$ cat src/ddrlq_params.svh
// Constants for the DDR latency query table: offsets, table bytes and counts
`ifndef DDRLQ_PARAMS_SVH
`define DDRLQ_PARAMS_SVH

// Parameter identifiers and lengths
`define DDRLQ_ID_LATENCY     8'h9A
`define DDRLQ_LEN_LATENCY    8'h2A
`define DDRLQ_ROW_COUNT      8'h05
`define DDRLQ_ROW_BYTES      8'h08
`define DDRLQ_ID_PAD         8'hF0
`define DDRLQ_LEN_PAD        8'h0F
`define DDRLQ_FILL           8'hFF

// Header row: column letters and the six DDR read opcodes
`define DDRLQ_HDR_FREQ       8'h46
`define DDRLQ_HDR_CODE       8'h43
`define DDRLQ_OP_FAST3       8'h0D
`define DDRLQ_OP_FAST4       8'h0E
`define DDRLQ_OP_DUAL3       8'hBD
`define DDRLQ_OP_DUAL4       8'hBE
`define DDRLQ_OP_QUAD3       8'hED
`define DDRLQ_OP_QUAD4       8'hEE

// Data rows: freq, code, fast mode/dummy, dual mode/dummy, quad mode/dummy
`define DDRLQ_ROW_50_C3      64'h3203_0401_0202_0103
`define DDRLQ_ROW_66_C0      64'h4200_0402_0204_0106
`define DDRLQ_ROW_66_C1      64'h4201_0404_0205_0107
`define DDRLQ_ROW_66_C2      64'h4202_0405_0206_0108

// Latency code values as held in the configuration register
`define DDRLQ_LC_00          2'b00
`define DDRLQ_LC_01          2'b01
`define DDRLQ_LC_10          2'b10
`define DDRLQ_LC_11          2'b11

// Query map layout, relative to the latency parameter start
`define DDRLQ_LAT_BYTES      9'd44
`define DDRLQ_PAD_BASE       8'h2C
`define DDRLQ_PAD_LAST       8'h3C
`define DDRLQ_ROW_W          7'd64

// Link framing
`define DDRLQ_BYTE_BITS      3'd7
`define DDRLQ_SYNC_STAGES    2

`endif

$ cat src/ddrlq_pkg.sv
// Types shared by the DDR latency query table modules
package ddrlq_pkg;

  typedef logic [7:0]  ddrlq_byte_t;
  typedef logic [63:0] ddrlq_row_t;

  typedef enum logic [1:0] {
    DDRLQ_IDLE = 2'b00,
    DDRLQ_ADDR = 2'b01,
    DDRLQ_DATA = 2'b10
  } ddrlq_state_e;

endpackage

$ cat src/ddrlq_rom.sv
// Fixed query bytes of the DDR latency and padding parameters, plus row select
`timescale 1ns/1ps
`include "ddrlq_params.svh"

module ddrlq_rom
  import ddrlq_pkg::*;
(
  input  wire ddrlq_byte_t addr,
  input  wire logic [1:0]  lat_code,
  output ddrlq_byte_t      data,
  output ddrlq_row_t       row
);

  // Whole latency parameter, byte 00h in the top lane
  localparam logic [351:0] LAT_TBL = {
    `DDRLQ_ID_LATENCY, `DDRLQ_LEN_LATENCY, `DDRLQ_ROW_COUNT, `DDRLQ_ROW_BYTES,
    `DDRLQ_HDR_FREQ, `DDRLQ_HDR_CODE,
    `DDRLQ_OP_FAST3, `DDRLQ_OP_FAST4,
    `DDRLQ_OP_DUAL3, `DDRLQ_OP_DUAL4,
    `DDRLQ_OP_QUAD3, `DDRLQ_OP_QUAD4,
    `DDRLQ_ROW_50_C3, `DDRLQ_ROW_66_C0,
    `DDRLQ_ROW_66_C1, `DDRLQ_ROW_66_C2
  };

  // Lane select; constant content, array contents never reach here
  wire logic        in_lat  = {1'b0, addr} < `DDRLQ_LAT_BYTES;
  wire logic [8:0]  lat_pos = 9'(11'd351 - {addr, 3'b000});
  wire ddrlq_byte_t lat_byte = LAT_TBL[lat_pos -: 8];
  wire logic        is_pad_id  = addr == `DDRLQ_PAD_BASE;
  wire logic        is_pad_len = addr == (`DDRLQ_PAD_BASE + 8'h01);

  // Query byte: latency table, then padding parameter, FFh elsewhere
  assign data = in_lat     ? lat_byte :
                is_pad_id  ? `DDRLQ_ID_PAD :
                is_pad_len ? `DDRLQ_LEN_PAD :
                `DDRLQ_FILL;

  // Row picked by latency code; code 11b is the 50 MHz row
  assign row = (lat_code == `DDRLQ_LC_11) ? `DDRLQ_ROW_50_C3 :
               (lat_code == `DDRLQ_LC_00) ? `DDRLQ_ROW_66_C0 :
               (lat_code == `DDRLQ_LC_01) ? `DDRLQ_ROW_66_C1 :
               `DDRLQ_ROW_66_C2;

endmodule

$ cat src/ddrlq_top.sv
// Serial query port for the DDR latency table, with active latency outputs
//
// Function
// - The latency parameter starts with ID 9Ah and declares five rows of eight bytes.
// - Byte 01h holds 2Ah, the count of following bytes, so the next parameter is found.
// - The header row opens with ASCII F (46h) and ASCII C (43h).
// - The header lists fast DDR read opcodes 0Dh and 0Eh.
// - The header lists dual-I/O DDR read opcodes BDh and BEh.
// - The header lists quad-I/O DDR read opcodes EDh and EEh.
// - Code 11b up to 50 MHz gives fast 4/1, dual 2/2, quad 1/3 mode/dummy cycles.
// - Code 00b up to 66 MHz gives fast 4/2, dual 2/4, quad 1/6 mode/dummy cycles.
// - Code 01b up to 66 MHz gives fast 4/4, dual 2/5, quad 1/7 mode/dummy cycles.
// - Code 10b up to 66 MHz gives fast 4/5, dual 2/6, quad 1/8 mode/dummy cycles.
// - The padding parameter has ID F0h, length 0Fh, and FFh up to offset 10h.
// - Padding may repeat with other lengths and a host skips it by its length byte.
// - Configuration bits 7 and 6 form the latency code that picks a table row; here pins LATENCY_SELECT_HIGH and LATENCY_SELECT_LOW supply it.
`timescale 1ns/1ps
`include "ddrlq_params.svh"

module ddrlq_top
  import ddrlq_pkg::*;
(
  input  wire logic       CLK_SYS,
  input  wire logic       RST,
  input  wire logic       CS_N,
  input  wire logic       SCK,
  input  wire logic       SI,
  input  wire logic       LATENCY_SELECT_HIGH,
  input  wire logic       LATENCY_SELECT_LOW,
  output logic            SO,
  output logic            SO_OE,
  output logic [7:0]      FREQ_LIMIT,
  output logic [1:0]      LATENCY_CODE,
  output logic [7:0]      FAST_MODE_CYC,
  output logic [7:0]      FAST_DUMMY_CYC,
  output logic [7:0]      DUAL_MODE_CYC,
  output logic [7:0]      DUAL_DUMMY_CYC,
  output logic [7:0]      QUAD_MODE_CYC,
  output logic [7:0]      QUAD_DUMMY_CYC
);

  // Synchroniser stages; stage 0 is read only by stage 1
  logic [1:0]   cs_sync;
  logic [1:0]   sck_sync;
  logic [1:0]   si_sync;
  logic [1:0]   lch_sync;
  logic [1:0]   lcl_sync;
  logic         sck_prev;

  // Frame state
  ddrlq_state_e state;
  ddrlq_state_e next_state;
  ddrlq_byte_t  addr;
  ddrlq_byte_t  next_addr;
  logic [2:0]   bit_cnt;
  logic [2:0]   next_bit_cnt;
  logic         next_so;
  logic         next_so_oe;

  // Table lookup results
  ddrlq_byte_t  rom_data;
  ddrlq_row_t   rom_row;

  // Two flops on every pin except RST; the link clock is just another sampled pin
  always_ff @(posedge CLK_SYS) begin
    if (RST) begin
      cs_sync  <= 2'b11;
      sck_sync <= 2'b00;
      si_sync  <= 2'b00;
      lch_sync <= 2'b00;
      lcl_sync <= 2'b00;
      sck_prev <= 1'b0;
    end else begin
      cs_sync  <= {cs_sync[0], CS_N};
      sck_sync <= {sck_sync[0], SCK};
      si_sync  <= {si_sync[0], SI};
      lch_sync <= {lch_sync[0], LATENCY_SELECT_HIGH};
      lcl_sync <= {lcl_sync[0], LATENCY_SELECT_LOW};
      sck_prev <= sck_sync[1];
    end
  end

  // Edge and level decode from the settled stages only
  wire logic       cs_act   = ~cs_sync[1];
  wire logic       sck_rise = sck_sync[1] & ~sck_prev;
  wire logic       sck_fall = ~sck_sync[1] & sck_prev;
  wire logic       si_bit   = si_sync[1];
  wire logic [1:0] lat_code = {lch_sync[1], lcl_sync[1]};
  wire logic       last_bit = bit_cnt == `DDRLQ_BYTE_BITS;

  // Constant content and latency row lookup
  ddrlq_rom u_rom (
    .addr     (addr),
    .lat_code (lat_code),
    .data     (rom_data),
    .row      (rom_row)
  );

  // Bit of the current byte to shift out, MSB first
  wire logic [2:0] out_idx = 3'(`DDRLQ_BYTE_BITS - bit_cnt);
  wire logic       out_bit = rom_data[out_idx];

  // Frame sequencer: one address byte in, then bytes out until deselect
  always_comb begin
    next_state   = state;
    next_addr    = addr;
    next_bit_cnt = bit_cnt;
    next_so      = SO;
    next_so_oe   = SO_OE;
    if (!cs_act) begin
      // Deselect ends the frame at once, whatever the bit position
      next_state   = DDRLQ_IDLE;
      next_bit_cnt = 3'd0;
      next_so_oe   = 1'b0;
      next_so      = 1'b0;
    end else begin
      case (state)
        DDRLQ_IDLE: begin
          next_state   = DDRLQ_ADDR;
          next_bit_cnt = 3'd0;
        end
        DDRLQ_ADDR: begin
          if (sck_rise) begin
            next_addr    = {addr[6:0], si_bit};
            next_bit_cnt = bit_cnt + 3'd1;
            if (last_bit) begin
              next_state = DDRLQ_DATA;
            end
          end
        end
        DDRLQ_DATA: begin
          // Drive on the falling edge so the host samples on the rising one
          if (sck_fall) begin
            next_so      = out_bit;
            next_so_oe   = 1'b1;
            next_bit_cnt = bit_cnt + 3'd1;
            if (last_bit) begin
              next_addr = addr + 8'h01;  // Sequential read, wraps at FFh
            end
          end
        end
        default: begin
          next_state = DDRLQ_IDLE;
        end
      endcase
    end
  end

  // Sequencer registers
  always_ff @(posedge CLK_SYS) begin
    if (RST) begin
      state   <= DDRLQ_IDLE;
      addr    <= 8'h00;
      bit_cnt <= 3'd0;
      SO      <= 1'b0;
      SO_OE   <= 1'b0;
    end else begin
      state   <= next_state;
      addr    <= next_addr;
      bit_cnt <= next_bit_cnt;
      SO      <= next_so;
      SO_OE   <= next_so_oe;
    end
  end

  // Active row fields, registered so outputs come from flops
  always_ff @(posedge CLK_SYS) begin
    if (RST) begin
      FREQ_LIMIT     <= 8'h00;
      LATENCY_CODE   <= 2'b00;
      FAST_MODE_CYC  <= 8'h00;
      FAST_DUMMY_CYC <= 8'h00;
      DUAL_MODE_CYC  <= 8'h00;
      DUAL_DUMMY_CYC <= 8'h00;
      QUAD_MODE_CYC  <= 8'h00;
      QUAD_DUMMY_CYC <= 8'h00;
    end else begin
      FREQ_LIMIT     <= rom_row[63:56];
      LATENCY_CODE   <= rom_row[49:48];
      FAST_MODE_CYC  <= rom_row[47:40];
      FAST_DUMMY_CYC <= rom_row[39:32];
      DUAL_MODE_CYC  <= rom_row[31:24];
      DUAL_DUMMY_CYC <= rom_row[23:16];
      QUAD_MODE_CYC  <= rom_row[15:8];
      QUAD_DUMMY_CYC <= rom_row[7:0];
    end
  end

endmodule

$ cat config.mk
export PLATFORM = sky130hd
export DESIGN_NAME = ddrlq_top
export DESIGN_NICKNAME = d
export VERILOG_FILES = /design/src/ddrlq_pkg.sv /design/src/ddrlq_rom.sv /design/src/ddrlq_top.sv
export VERILOG_INCLUDE_DIRS = /design/src /design/src/src
export SDC_FILE = /design/constraint.sdc
export NUM_CORES = 1
export LEC_CHECK = 0
export ABC_CLOCK_PERIOD_IN_PS = 3100
export BUFFER_PORTS_ARGS = -buffer_cell sky130_fd_sc_hd__buf_2
export CAP_MARGIN = 20
export CORE_MARGIN = 1
export CORE_UTILIZATION = 53
export CTS_CLUSTER_SIZE = 16
export DETAILED_ROUTE_END_ITERATION = 10
export GPL_TIMING_DRIVEN = 0
export PLACE_DENSITY = 0.9
export REMOVE_ABC_BUFFERS = 1
export SETUP_SLACK_MARGIN = 0.02
export SKIP_CTS_REPAIR_TIMING = 1
export SYNTH_ARGS = -nofsm -noshare
export SYNTH_HDL_FRONTEND = slang
export SYNTH_SLANG_ARGS = --single-unit
export TNS_END_PERCENT = 20
$ cat constraint.sdc
create_clock -name CLK_SYS -period 3.1 [get_ports CLK_SYS]
set_clock_uncertainty 0.05 [all_clocks]
set_input_delay 0 -clock CLK_SYS [delete_from_list [all_inputs] [get_ports CLK_SYS]]
set_output_delay 0 -clock CLK_SYS [all_outputs]
set_load 0.1 [all_outputs]
==> impl_results.md, run 1 <==
* Mapped Cells at around 300
* Rel. slew slack at 54.9%
* Layout area overhead at 3.01%
* Syn_area_per_cell at about 8.4 um2
* Switching component of the power at between 0.4 and 0.5 mW
* # DRC at 2
* Fraction of layout instances using a drive strength above 1 at approximately 14%
* Fin. max-slew vios at 0
* Arr. time, crit path at between 2 and 3 ns
* Pin count of the biggest net entering global routing at 32
* Register area share after synthesis at between 20% and 30%
* Core box area at ~4400 um2
* DR iter-0 viols at roughly 120
* Internal at 0.688 mW
* Failing checks: design-rule violations
* Final Hold Fails at 0
* PD cells at 446 nW/um2
* Switching Share at 40.1%
* Die area at 4990 um2
* Top_reg_cell synth: dfxtp_1
* Crit end category: flip-flop
* Crit path max fanout at 29
* Combinational fraction of design power at around 28%
* Clock power frac at about 29%
* Vias post-DR at around 1900
* Final setup fails at 0
* Initial core utilization at a little under three fifths
* Worst-path clk slew at roughly 0.07 ns
* Routed len/inst at ~12 um
* Leak Pwr at 1.11 nW
* GRT Total Usage at roughly 18%
* Synth warn at 0
* Horiz. Die Dim at ~71 um
* Number of synthesized flops with an enable pin at 0
* Critical Path RT at 3.24 ns
* Status: finished, violations left
* Flip-flop and latch area at between 700 and 800 um2
* Min-delay src: RST
* Reg2reg path depth at 6
* Layout fillers at 380
* Leading cell types in the layout, fill and taps excluded: conb_1 (39), dfxtp_1 (36), buf_2 (27)
* Max clock buf depth at 2
* Worst min path class: input port to flip-flop
* Worst R2R End: SO
* Kind of critical path: flip-flop to flip-flop
* DRT antenna net count at 0
* Post-DP HPWL at between 3000 and 4000 um
* Skew-Pair Late Insertion Delay at between 0.2 and 0.3 ns
* Hold Crit Endpoint: FREQ_LIMIT[1]
* Crit path time final at about 2.7 ns
* Rows at 24
* Die Ht at 70.6 um
* Grt ovf at 0
* CTS Root Cell: clkbuf_8
* H-tree depth at 2
* Antenna violations before repair at 0
* TritonCTS buffer count at 5
* Final WL at ~4500 um
* Ys async rst share at 0%
* Drt first pass iters at 7
* CTS tree: built
* Hold Crit Depth at 2
* CTS sink cnt at 37
* Flop2flop setup slack at roughly 0.42 ns
* Final setup TNS at 0 ns
* Worst Setup Slack, final at approximately 0.42 ns
* N_diodes at 0
* Vias in the first global route at about 1600
* Least-Margin Pin Slew at 0.677 ns
* Pre-CTS setup slack at 0.162 ns
* Fmax at around 370 MHz
* RSZ-0062 raised after global routing: no
* Fin crit share at between 80% and 90%
* Commonest non-fill, non-tap cell in the layout: conb_1
* IO buf count at 27
* Worst r2r src: addr[2]
* Worst setup SP type: flip-flop
* First-pass GRT wire length at 7100 um
* Post-Syn Area at around 2500 um2
* Max VDD drop at 0.477 mV
* Maxcap violations at 0
* Vias per cell at around 5.3
* Flop pwr share at 43.2%
* Netlist cell types at 55
* GP Congestion at about 0.9
* Nets at 338
* Io pins at 67
* Synthesized flop and latch total at 37
* Multi-input gate area at around 1400 um2
[cell type report]
class,count,area share (%)
Timing Repair Buffer,32,7.20
Multi-Input combinational cell,226,56.3
Sequential cell,37,28.8
Inverter,11,1.61
Clock inverter,1,0.292
Clock buffer,6,3.21
Tap cell,52,2.53
[power by group through the flow]
stage | logic [mW] | registers (mW) | clock network, mW
floorplan | 0.220 | 0.581 | 0
global placement | 0.316 | 0.506 | 0
detailed placement | 0.317 | 0.507 | 0
finish | 0.323 | 0.496 | 0.329
global route | 0.331 | 0.497 | 0.357
CTS | 0.317 | 0.496 | 0.338
[synth_stat cells, drive strengths merged, types with 5 or more instances]
master	instances	area, um2
buf	51	372
nor3	5	25.0
o21ai	12	60.1
nor2b	12	75.1
nand3	7	35.0
a21oi	14	81.3
nand2	23	86.3
nor2	22	82.6
inv	11	41.3
dfxtp	37	741
mux2i	6	60.1
clkbuf	10	37.5
ha	18	225
a211oi	7	52.6
[critical path, stage by stage, from the launching register on]
cell      delay (ns)
dfxtp_2         0.66
ha_1            0.65
inv_1           0.26
o211a_1         0.20
o311ai_0        0.34
a31oi_1         0.16
o311ai_1        0.25
[metal layers]
metal	track usage (%)	share of wire, %
met5	0	0
met4	8.44	1.6
met3	3.28	4.2
met2	29.2	50
met1	22.4	44
[worst max-delay path by stage]
stage,from,end,slack (ns),depth (start not counted)
global route,addr[2],SO,0.20,6
finish,addr[2],SO,0.42,6
floorplan,FREQ_LIMIT[1],DUAL_MODE_CYC[1],0.21,0
global placement,addr[2],SO,0.22,6
detailed placement,addr[2],SO,0.16,6
CTS,addr[2],SO,0.13,6
[metrics by stage]
stage / total power, mW / instances / hold slack, ns / util (%) / area [um2]
final: 1.15 / 365 / 0.0897 / 57.9 / 2570
after CTS: 1.15 / 360 / -0.160 / 56.7 / 2520
after detailed placement: 0.824 / 353 / 0.137 / 54.7 / 2430
after floorplan: 0.801 / 274 / 0.0167 / - / 2230
after global placement: 0.822 / 353 / 0.135 / 54.7 / 2430
after global routing: 1.18 / 365 / 0.127 / 57.9 / 2570
[state kept, by name, summed over array words and instances, names as in the netlist]
name            flops
DUAL_DUMMY_CYC      1
FAST_DUMMY_CYC      2
FREQ_LIMIT          3
LATENCY_CODE        2
QUAD_DUMMY_CYC      3
SO                  1
SO_OE               1
addr                8
bit_cnt             3
cs_sync             2
lch_sync            2
lcl_sync            2
sck_prev            1
sck_sync            2
si_sync             2
state               2
[cells by family (layout without fill, tap and decap cells)]
group | count (synthesis) | after routing | synth area share [%]
simple gates | 89 | 89 | 17.6
buf+inv | 72 | 50 | 18.0
compound gates | 68 | 68 | 19.4
flops | 37 | 37 | 29.7
fa+ha+maj | 18 | 18 | 9.02
mux | 7 | 7 | 3.31
xor+xnor | 5 | 5 | 2.81
other cells | 1 | 39 | 0.150
Power figures use the tool's default switching activity.
==> run 2: changes to the inputs <==
--- a/config.mk
+++ b/config.mk
@@ -10,11 +10,12 @@
 export BUFFER_PORTS_ARGS = -buffer_cell sky130_fd_sc_hd__buf_2
 export CAP_MARGIN = 20
 export CORE_MARGIN = 1
-export CORE_UTILIZATION = 53
+export CORE_UTILIZATION = 45
+export CTS_BUF_LIST = sky130_fd_sc_hd__clkbuf_8
 export CTS_CLUSTER_SIZE = 16
 export DETAILED_ROUTE_END_ITERATION = 10
 export GPL_TIMING_DRIVEN = 0
-export PLACE_DENSITY = 0.9
+export PLACE_DENSITY = 0.8
 export REMOVE_ABC_BUFFERS = 1
 export SETUP_SLACK_MARGIN = 0.02
 export SKIP_CTS_REPAIR_TIMING = 1
==> constraint.sdc (replaced) <==
create_clock -name CLK_SYS -period 3.1 [get_ports CLK_SYS]
set_clock_uncertainty 0.05 [all_clocks]
set_input_delay 0 -clock CLK_SYS [delete_from_list [all_inputs] [get_ports CLK_SYS]]
set_output_delay 0 -clock CLK_SYS [all_outputs]
set_load 0.01 [all_outputs]
==> run 2 against run 1 <==
The flow now finishes without violations. Flip-flop and latch count unchanged. Combinational power is 78% lower. Sequential power about the same. Largest cell class unchanged. Largest power group unchanged.
==> impl_results.md, run 2 (synthesis results as in run 1) <==
* First-pass GRT wire length at around 7500 um
* GR Layer Usage met2 at around 27%
* Antenna violations before repair at 0
* Least-Margin Pin Slew at about 0.70 ns
* Pwr Total at approximately 0.9 mW
* Die area at approximately 5900 um2
* Worst R2R End: SO
* Skew-Pair Late Insertion Delay at 0.28 ns
* Setup crit start: addr[2]
* Internal at approximately 0.7 mW
* RSZ-0062 raised after global routing: no
* Post-Place Cells at 371
* Core box area at around 5200 um2
* IO buf count at 27
* Io pins at 67
* Vias post-DR at slightly below 2000
* Routed len/inst at approximately 12 um
* PD cells at 354 nW/um2
* Die Ht at ~76 um
* Worst r2r src: addr[2]
* Pin count of the biggest net entering global routing at 32
* Layout fillers at 481
* Crit path time final at approximately 2.6 ns
* Fmax at between 300 and 400 MHz
* Final setup TNS at 0 ns
* DR iter-0 viols at 170
* Worst setup SP type: flip-flop
* Switching component of the power at between 0.2 and 0.25 mW
* Layout area overhead at 4.36%
* Worst min path class: input port to flip-flop
* Fin cells at 384
* Max VDD drop at 0.378 mV
* Arr. time, crit path at about 2.8 ns
* Drt first pass iters at 4
* Maxcap violations at 0
* Met3 global-route usage at 2.28%
* Leak Pwr at 1.12 nW
* N_diodes at 0
* Flop pwr share at between 50 and 60%
* Fraction of layout instances using a drive strength above 1 at about 14%
* Initial core utilization at between 40% and 50%
* Horiz. Die Dim at about 76 um
* Status: finished, final reports clean
* Fin. max-slew vios at 0
* Vias in the first global route at 1665
* Fin Hold WS at roughly 0.095 ns
* Placed Area at between 2000 and 2500 um2
* H-tree depth at 2
* Fin crit share at a little under nine tenths
* # DRC at 0
* Crit end category: flip-flop
* Rel. slew slack at a little over half
* Kind of critical path: flip-flop to flip-flop
* Rows at 26
* Met1 Use GR at 19.2%
* Worst-path clk slew at about 0.07 ns
* Vias per cell at 5.09
* Crit path max fanout at 29
* Reg with most FFs: addr
* Nets at around 340
* GRT Total Usage at approximately 15%
* Grt ovf at 0
* Final Hold Fails at 0
* Final Util at 49.8%
* Combinational fraction of design power at under 10%
* CTS sink cnt at 37
* Max FFs per register at 8
* Worst Setup Slack, final at 0.454 ns
* CTS Root Cell: clkbuf_8
* Pre-CTS setup slack at about 0.15 ns
* GP Congestion at 0.911
* CP endpoint: SO
* Commonest non-fill, non-tap cell in the layout: conb_1
* Flop2flop setup slack at around 0.45 ns
* Leading cell types in the layout, fill and taps excluded: conb_1 (39), dfxtp_1 (36), buf_2 (27)
* Switching Share at 22.8%
* Multi-input gate area at between 1000 and 1500 um2
* Reg2reg path depth at 6
* Final WL at 4590 um
* Clock power frac at 38.7%
* Cell area after layout at about 2600 um2
* Critical Path RT at approximately 3.2 ns
* Max clock buf depth at 2
* Flip-flop and latch area at between 700 and 800 um2
* Gr busiest metal: met2
* Post-DP HPWL at around 3200 um
* Final setup fails at 0
* CTS tree: built
* TritonCTS buffer count at 5
* DRT antenna net count at 0
run 2: worst min-delay path by stage:
stage	endpoint	depth (start not counted)	from
CTS	cs_sync[0]	2	CS_N
detailed placement	cs_sync[0]	2	CS_N
global route	FREQ_LIMIT[1]	2	RST
floorplan	QUAD_DUMMY_CYC[2]	1	RST
global placement	cs_sync[0]	2	CS_N
finish	FREQ_LIMIT[1]	2	RST
run 2: area by class of cell:
class,instances,area share [%]
Clock buffer,7,3.70
Clock inverter,1,0.192
Inverter,11,1.58
Multi-Input combinational cell,226,55.6
Sequential cell,37,28.5
Tap cell,70,3.36
Timing Repair Buffer,32,7.11
run 2: critical path, cell delays in order (launching register included):
cell	delay [ns]
dfxtp_2	0.66
ha_1	0.64
inv_1	0.25
o211a_1	0.19
o311ai_0	0.34
a31oi_1	0.15
o311ai_1	0.26
run 2: per-layer routing:
layer,vias to the layer above,share of wire [%]
met2,51,52
met3,4,3.3
met4,0,0.50
li1,973,-
met1,928,44
met5,-,0
run 2: power by group through the flow:
| stage | sequential, mW | combinational, mW | clock [mW] |
|---|---|---|---|
| 4_1_cts | 0.496 | 0.0640 | 0.363 |
| 3_3_place_gp | 0.506 | 0.0625 | 0 |
| 6_report | 0.496 | 0.0696 | 0.357 |
| 3_5_place_dp | 0.507 | 0.0638 | 0 |
| 5_1_grt | 0.497 | 0.0768 | 0.384 |
| 2_1_floorplan | 0.511 | 0.0368 | 0 |
==> run 3: changes to the inputs <==
--- a/config.mk
+++ b/config.mk
@@ -6,16 +6,17 @@
 export SDC_FILE = /design/constraint.sdc
 export NUM_CORES = 1
 export LEC_CHECK = 0
-export ABC_CLOCK_PERIOD_IN_PS = 3100
+export ABC_CLOCK_PERIOD_IN_PS = 2390
 export BUFFER_PORTS_ARGS = -buffer_cell sky130_fd_sc_hd__buf_2
 export CAP_MARGIN = 20
 export CORE_MARGIN = 1
 export CORE_UTILIZATION = 45
 export CTS_BUF_LIST = sky130_fd_sc_hd__clkbuf_8
+export CTS_CLUSTER_DIAMETER = 100
 export CTS_CLUSTER_SIZE = 16
 export DETAILED_ROUTE_END_ITERATION = 10
 export GPL_TIMING_DRIVEN = 0
-export PLACE_DENSITY = 0.8
+export PLACE_DENSITY = 0.83
 export REMOVE_ABC_BUFFERS = 1
 export SETUP_SLACK_MARGIN = 0.02
 export SKIP_CTS_REPAIR_TIMING = 1
==> constraint.sdc (replaced) <==
create_clock -name CLK_SYS -period 2.39 [get_ports CLK_SYS]
set_clock_uncertainty 0.05 [all_clocks]
set_input_delay 0 -clock CLK_SYS [delete_from_list [all_inputs] [get_ports CLK_SYS]]
set_output_delay 0 -clock CLK_SYS [all_outputs]
set_load 0.01 [all_outputs]
==> run 3 against run 2 <==
Clock-buffer cell count down 1. Utilization up 1.7 points. Maximum frequency up 17%. Design area up 3.4%. Critical path type unchanged. Critical endpoint unchanged. Highest routed layer unchanged.
==> impl_results.md, run 3 (synthesis results as in run 1) <==
* Worst R2R End: SO
* Fin. max-slew vios at 0
* DRT antenna net count at 0
* Flop2flop setup slack at 0.14 ns
* Clock power frac at a little over two fifths
* Final Hold Fails at 0
* CP max stage cell: mux4_2
* H-tree depth at 2
* Final Util at 51.4%
* Max FFs per register at 8
* Status: finished, final reports clean
* N_diodes at 0
* Flop pwr share at roughly half
* CTS sink cnt at 37
* Vias post-DR at 1985
* Crit end category: flip-flop
* Crit-path max cell delay at 0.49 ns
* Horiz. Die Dim at roughly 76 um
* RSZ-0062 raised after global routing: no
* DR iter-0 viols at 237
* Worst setup SP type: flip-flop
* Leading cell types in the layout, fill and taps excluded: conb_1 (39), dfxtp_1 (33), buf_2 (27)
* CTS tree: built
* Crit path time final at ~2.3 ns
* Layout fillers at between 400 and 500
* Worst r2r src: addr[1]
* Internal at 1.00 mW
* GRT Total Usage at around 16%
* Drt first pass iters at 4
* Rel. slew slack at a little under two thirds
* Post-DP HPWL at about 3200 um
* CP cell instances: clkinvlp_4, ha_1, or2_2, mux4_2, a21oi_1, o32a_1, o311ai_1
* Fmax at roughly 440 MHz
* Grt ovf at 0
* GP Congestion at around 0.91
* Routed len/inst at roughly 12 um
* Pre-CTS setup slack at -0.634 ns
* Rows at 26
* Reg with most FFs: addr
* Fin crit share at between 90% and 100%
* Combinational fraction of design power at under 10%
* Initial core utilization at 47.7%
* CTS Root Cell: clkbuf_8
* Worst min path class: input port to flip-flop
* IO buf count at 27
* # DRC at 0
* Leak Pwr at approximately 1.1 nW
* Commonest non-fill, non-tap cell in the layout: conb_1
* Die Ht at 76.5 um
* Final WL at ~4800 um
* Fraction of layout instances using a drive strength above 1 at between 15 and 20%
* Io pins at 67
* Arr. time, crit path at around 2.4 ns
* Crit path max fanout at 11
* Nets at 341
* Switching component of the power at about 0.28 mW
* First-pass GRT wire length at roughly 7700 um
* Antenna violations before repair at 0
* Vias in the first global route at ~1700
* Layout area overhead at 7.87%
* Core box area at around 5200 um2
* TritonCTS buffer count at 5
* Reg2reg path depth at 7
* Worst-path clk slew at approximately 0.070 ns
* Worst Setup Slack, final at 0.136 ns
* Die area at about 6000 um2
* Critical Path RT at about 2.5 ns
* Maxcap violations at 0
* Final setup fails at 0
* Max clock buf depth at 2
* Pin count of the biggest net entering global routing at 32
* Least-Margin Pin Slew at 0.541 ns
* Switching Share at a little over a fifth
* Max VDD drop at around 0.66 mV
* PD cells at around 480 nW/um2
* Setup crit start: addr[1]
* Vias per cell at ~5.1
* Kind of critical path: flip-flop to flip-flop
* CP endpoint: SO
* Skew-Pair Late Insertion Delay at about 0.28 ns
run 3: changes by cell type in the layout (fill, tap and decap cells not counted), moves of 2 or more:
cell / before / now
ha_1: 18 / 16
buf_4: 0 / 3
dfxtp_1: 36 / 33
clkinvlp_4: 0 / 2
dfxtp_4: 0 / 2
run 3: worst min-delay path by stage:
stage | to | cells after the start | from
2_1_floorplan | QUAD_DUMMY_CYC[2] | 1 | RST
3_3_place_gp | cs_sync[0] | 2 | CS_N
3_5_place_dp | cs_sync[0] | 2 | CS_N
4_1_cts | cs_sync[0] | 2 | CS_N
5_1_grt | FREQ_LIMIT[1] | 2 | RST
6_report | FREQ_LIMIT[1] | 2 | RST
run 3: metal layers:
metal	up-vias	GRT usage (%)	wire length, um
li1	980	-	-
met2	70	26.3	2380
met5	-	0	0
met1	928	19.9	2100
met4	0	5.38	55
met3	7	3.35	232
run 3: cell type report:
class / instances / area [um2] / share of cell area [%]
Multi-Input combinational cell: 226 / 1480 / 55.0
Sequential cell: 37 / 751 / 27.9
Timing Repair Buffer: 35 / 208 / 7.71
Tap cell: 70 / 87.6 / 3.25
Clock buffer: 6 / 82.6 / 3.07
Inverter: 11 / 45.0 / 1.67
Clock inverter: 2 / 37.5 / 1.39
run 3: worst max-delay path: cells and delay by family, from the launching register on:
family,cells,cell delay (ns)
flops,1,0.43
fa+ha+maj,1,0.26
buf+inv,1,0.20
compound gates,3,0.42
simple gates,1,0.29
mux,1,0.49
run 3: per-stage QoR:
stage               total power [mW]  instance area (um2)  setup TNS (ns)  cells  hold slack, ns
detailed placement             0.740                 2450          -0.640    371           0.140
finish                          1.28                 2690               0    387          0.0923
CTS                             1.29                 2570          -0.672    379          -0.158
global placement               0.738                 2450          -0.561    371           0.134
global route                    1.33                 2690               0    387           0.117
floorplan                      0.711                 2230         -0.0757    274          0.0167
run 3: power groups by stage:
stage | combinational (mW) | sequential, mW | clock [mW]
6_report | 0.0915 | 0.641 | 0.549
5_1_grt | 0.100 | 0.643 | 0.582
4_1_cts | 0.0831 | 0.643 | 0.562
3_5_place_dp | 0.0827 | 0.657 | 0
3_3_place_gp | 0.0811 | 0.657 | 0
2_1_floorplan | 0.0477 | 0.663 | 0
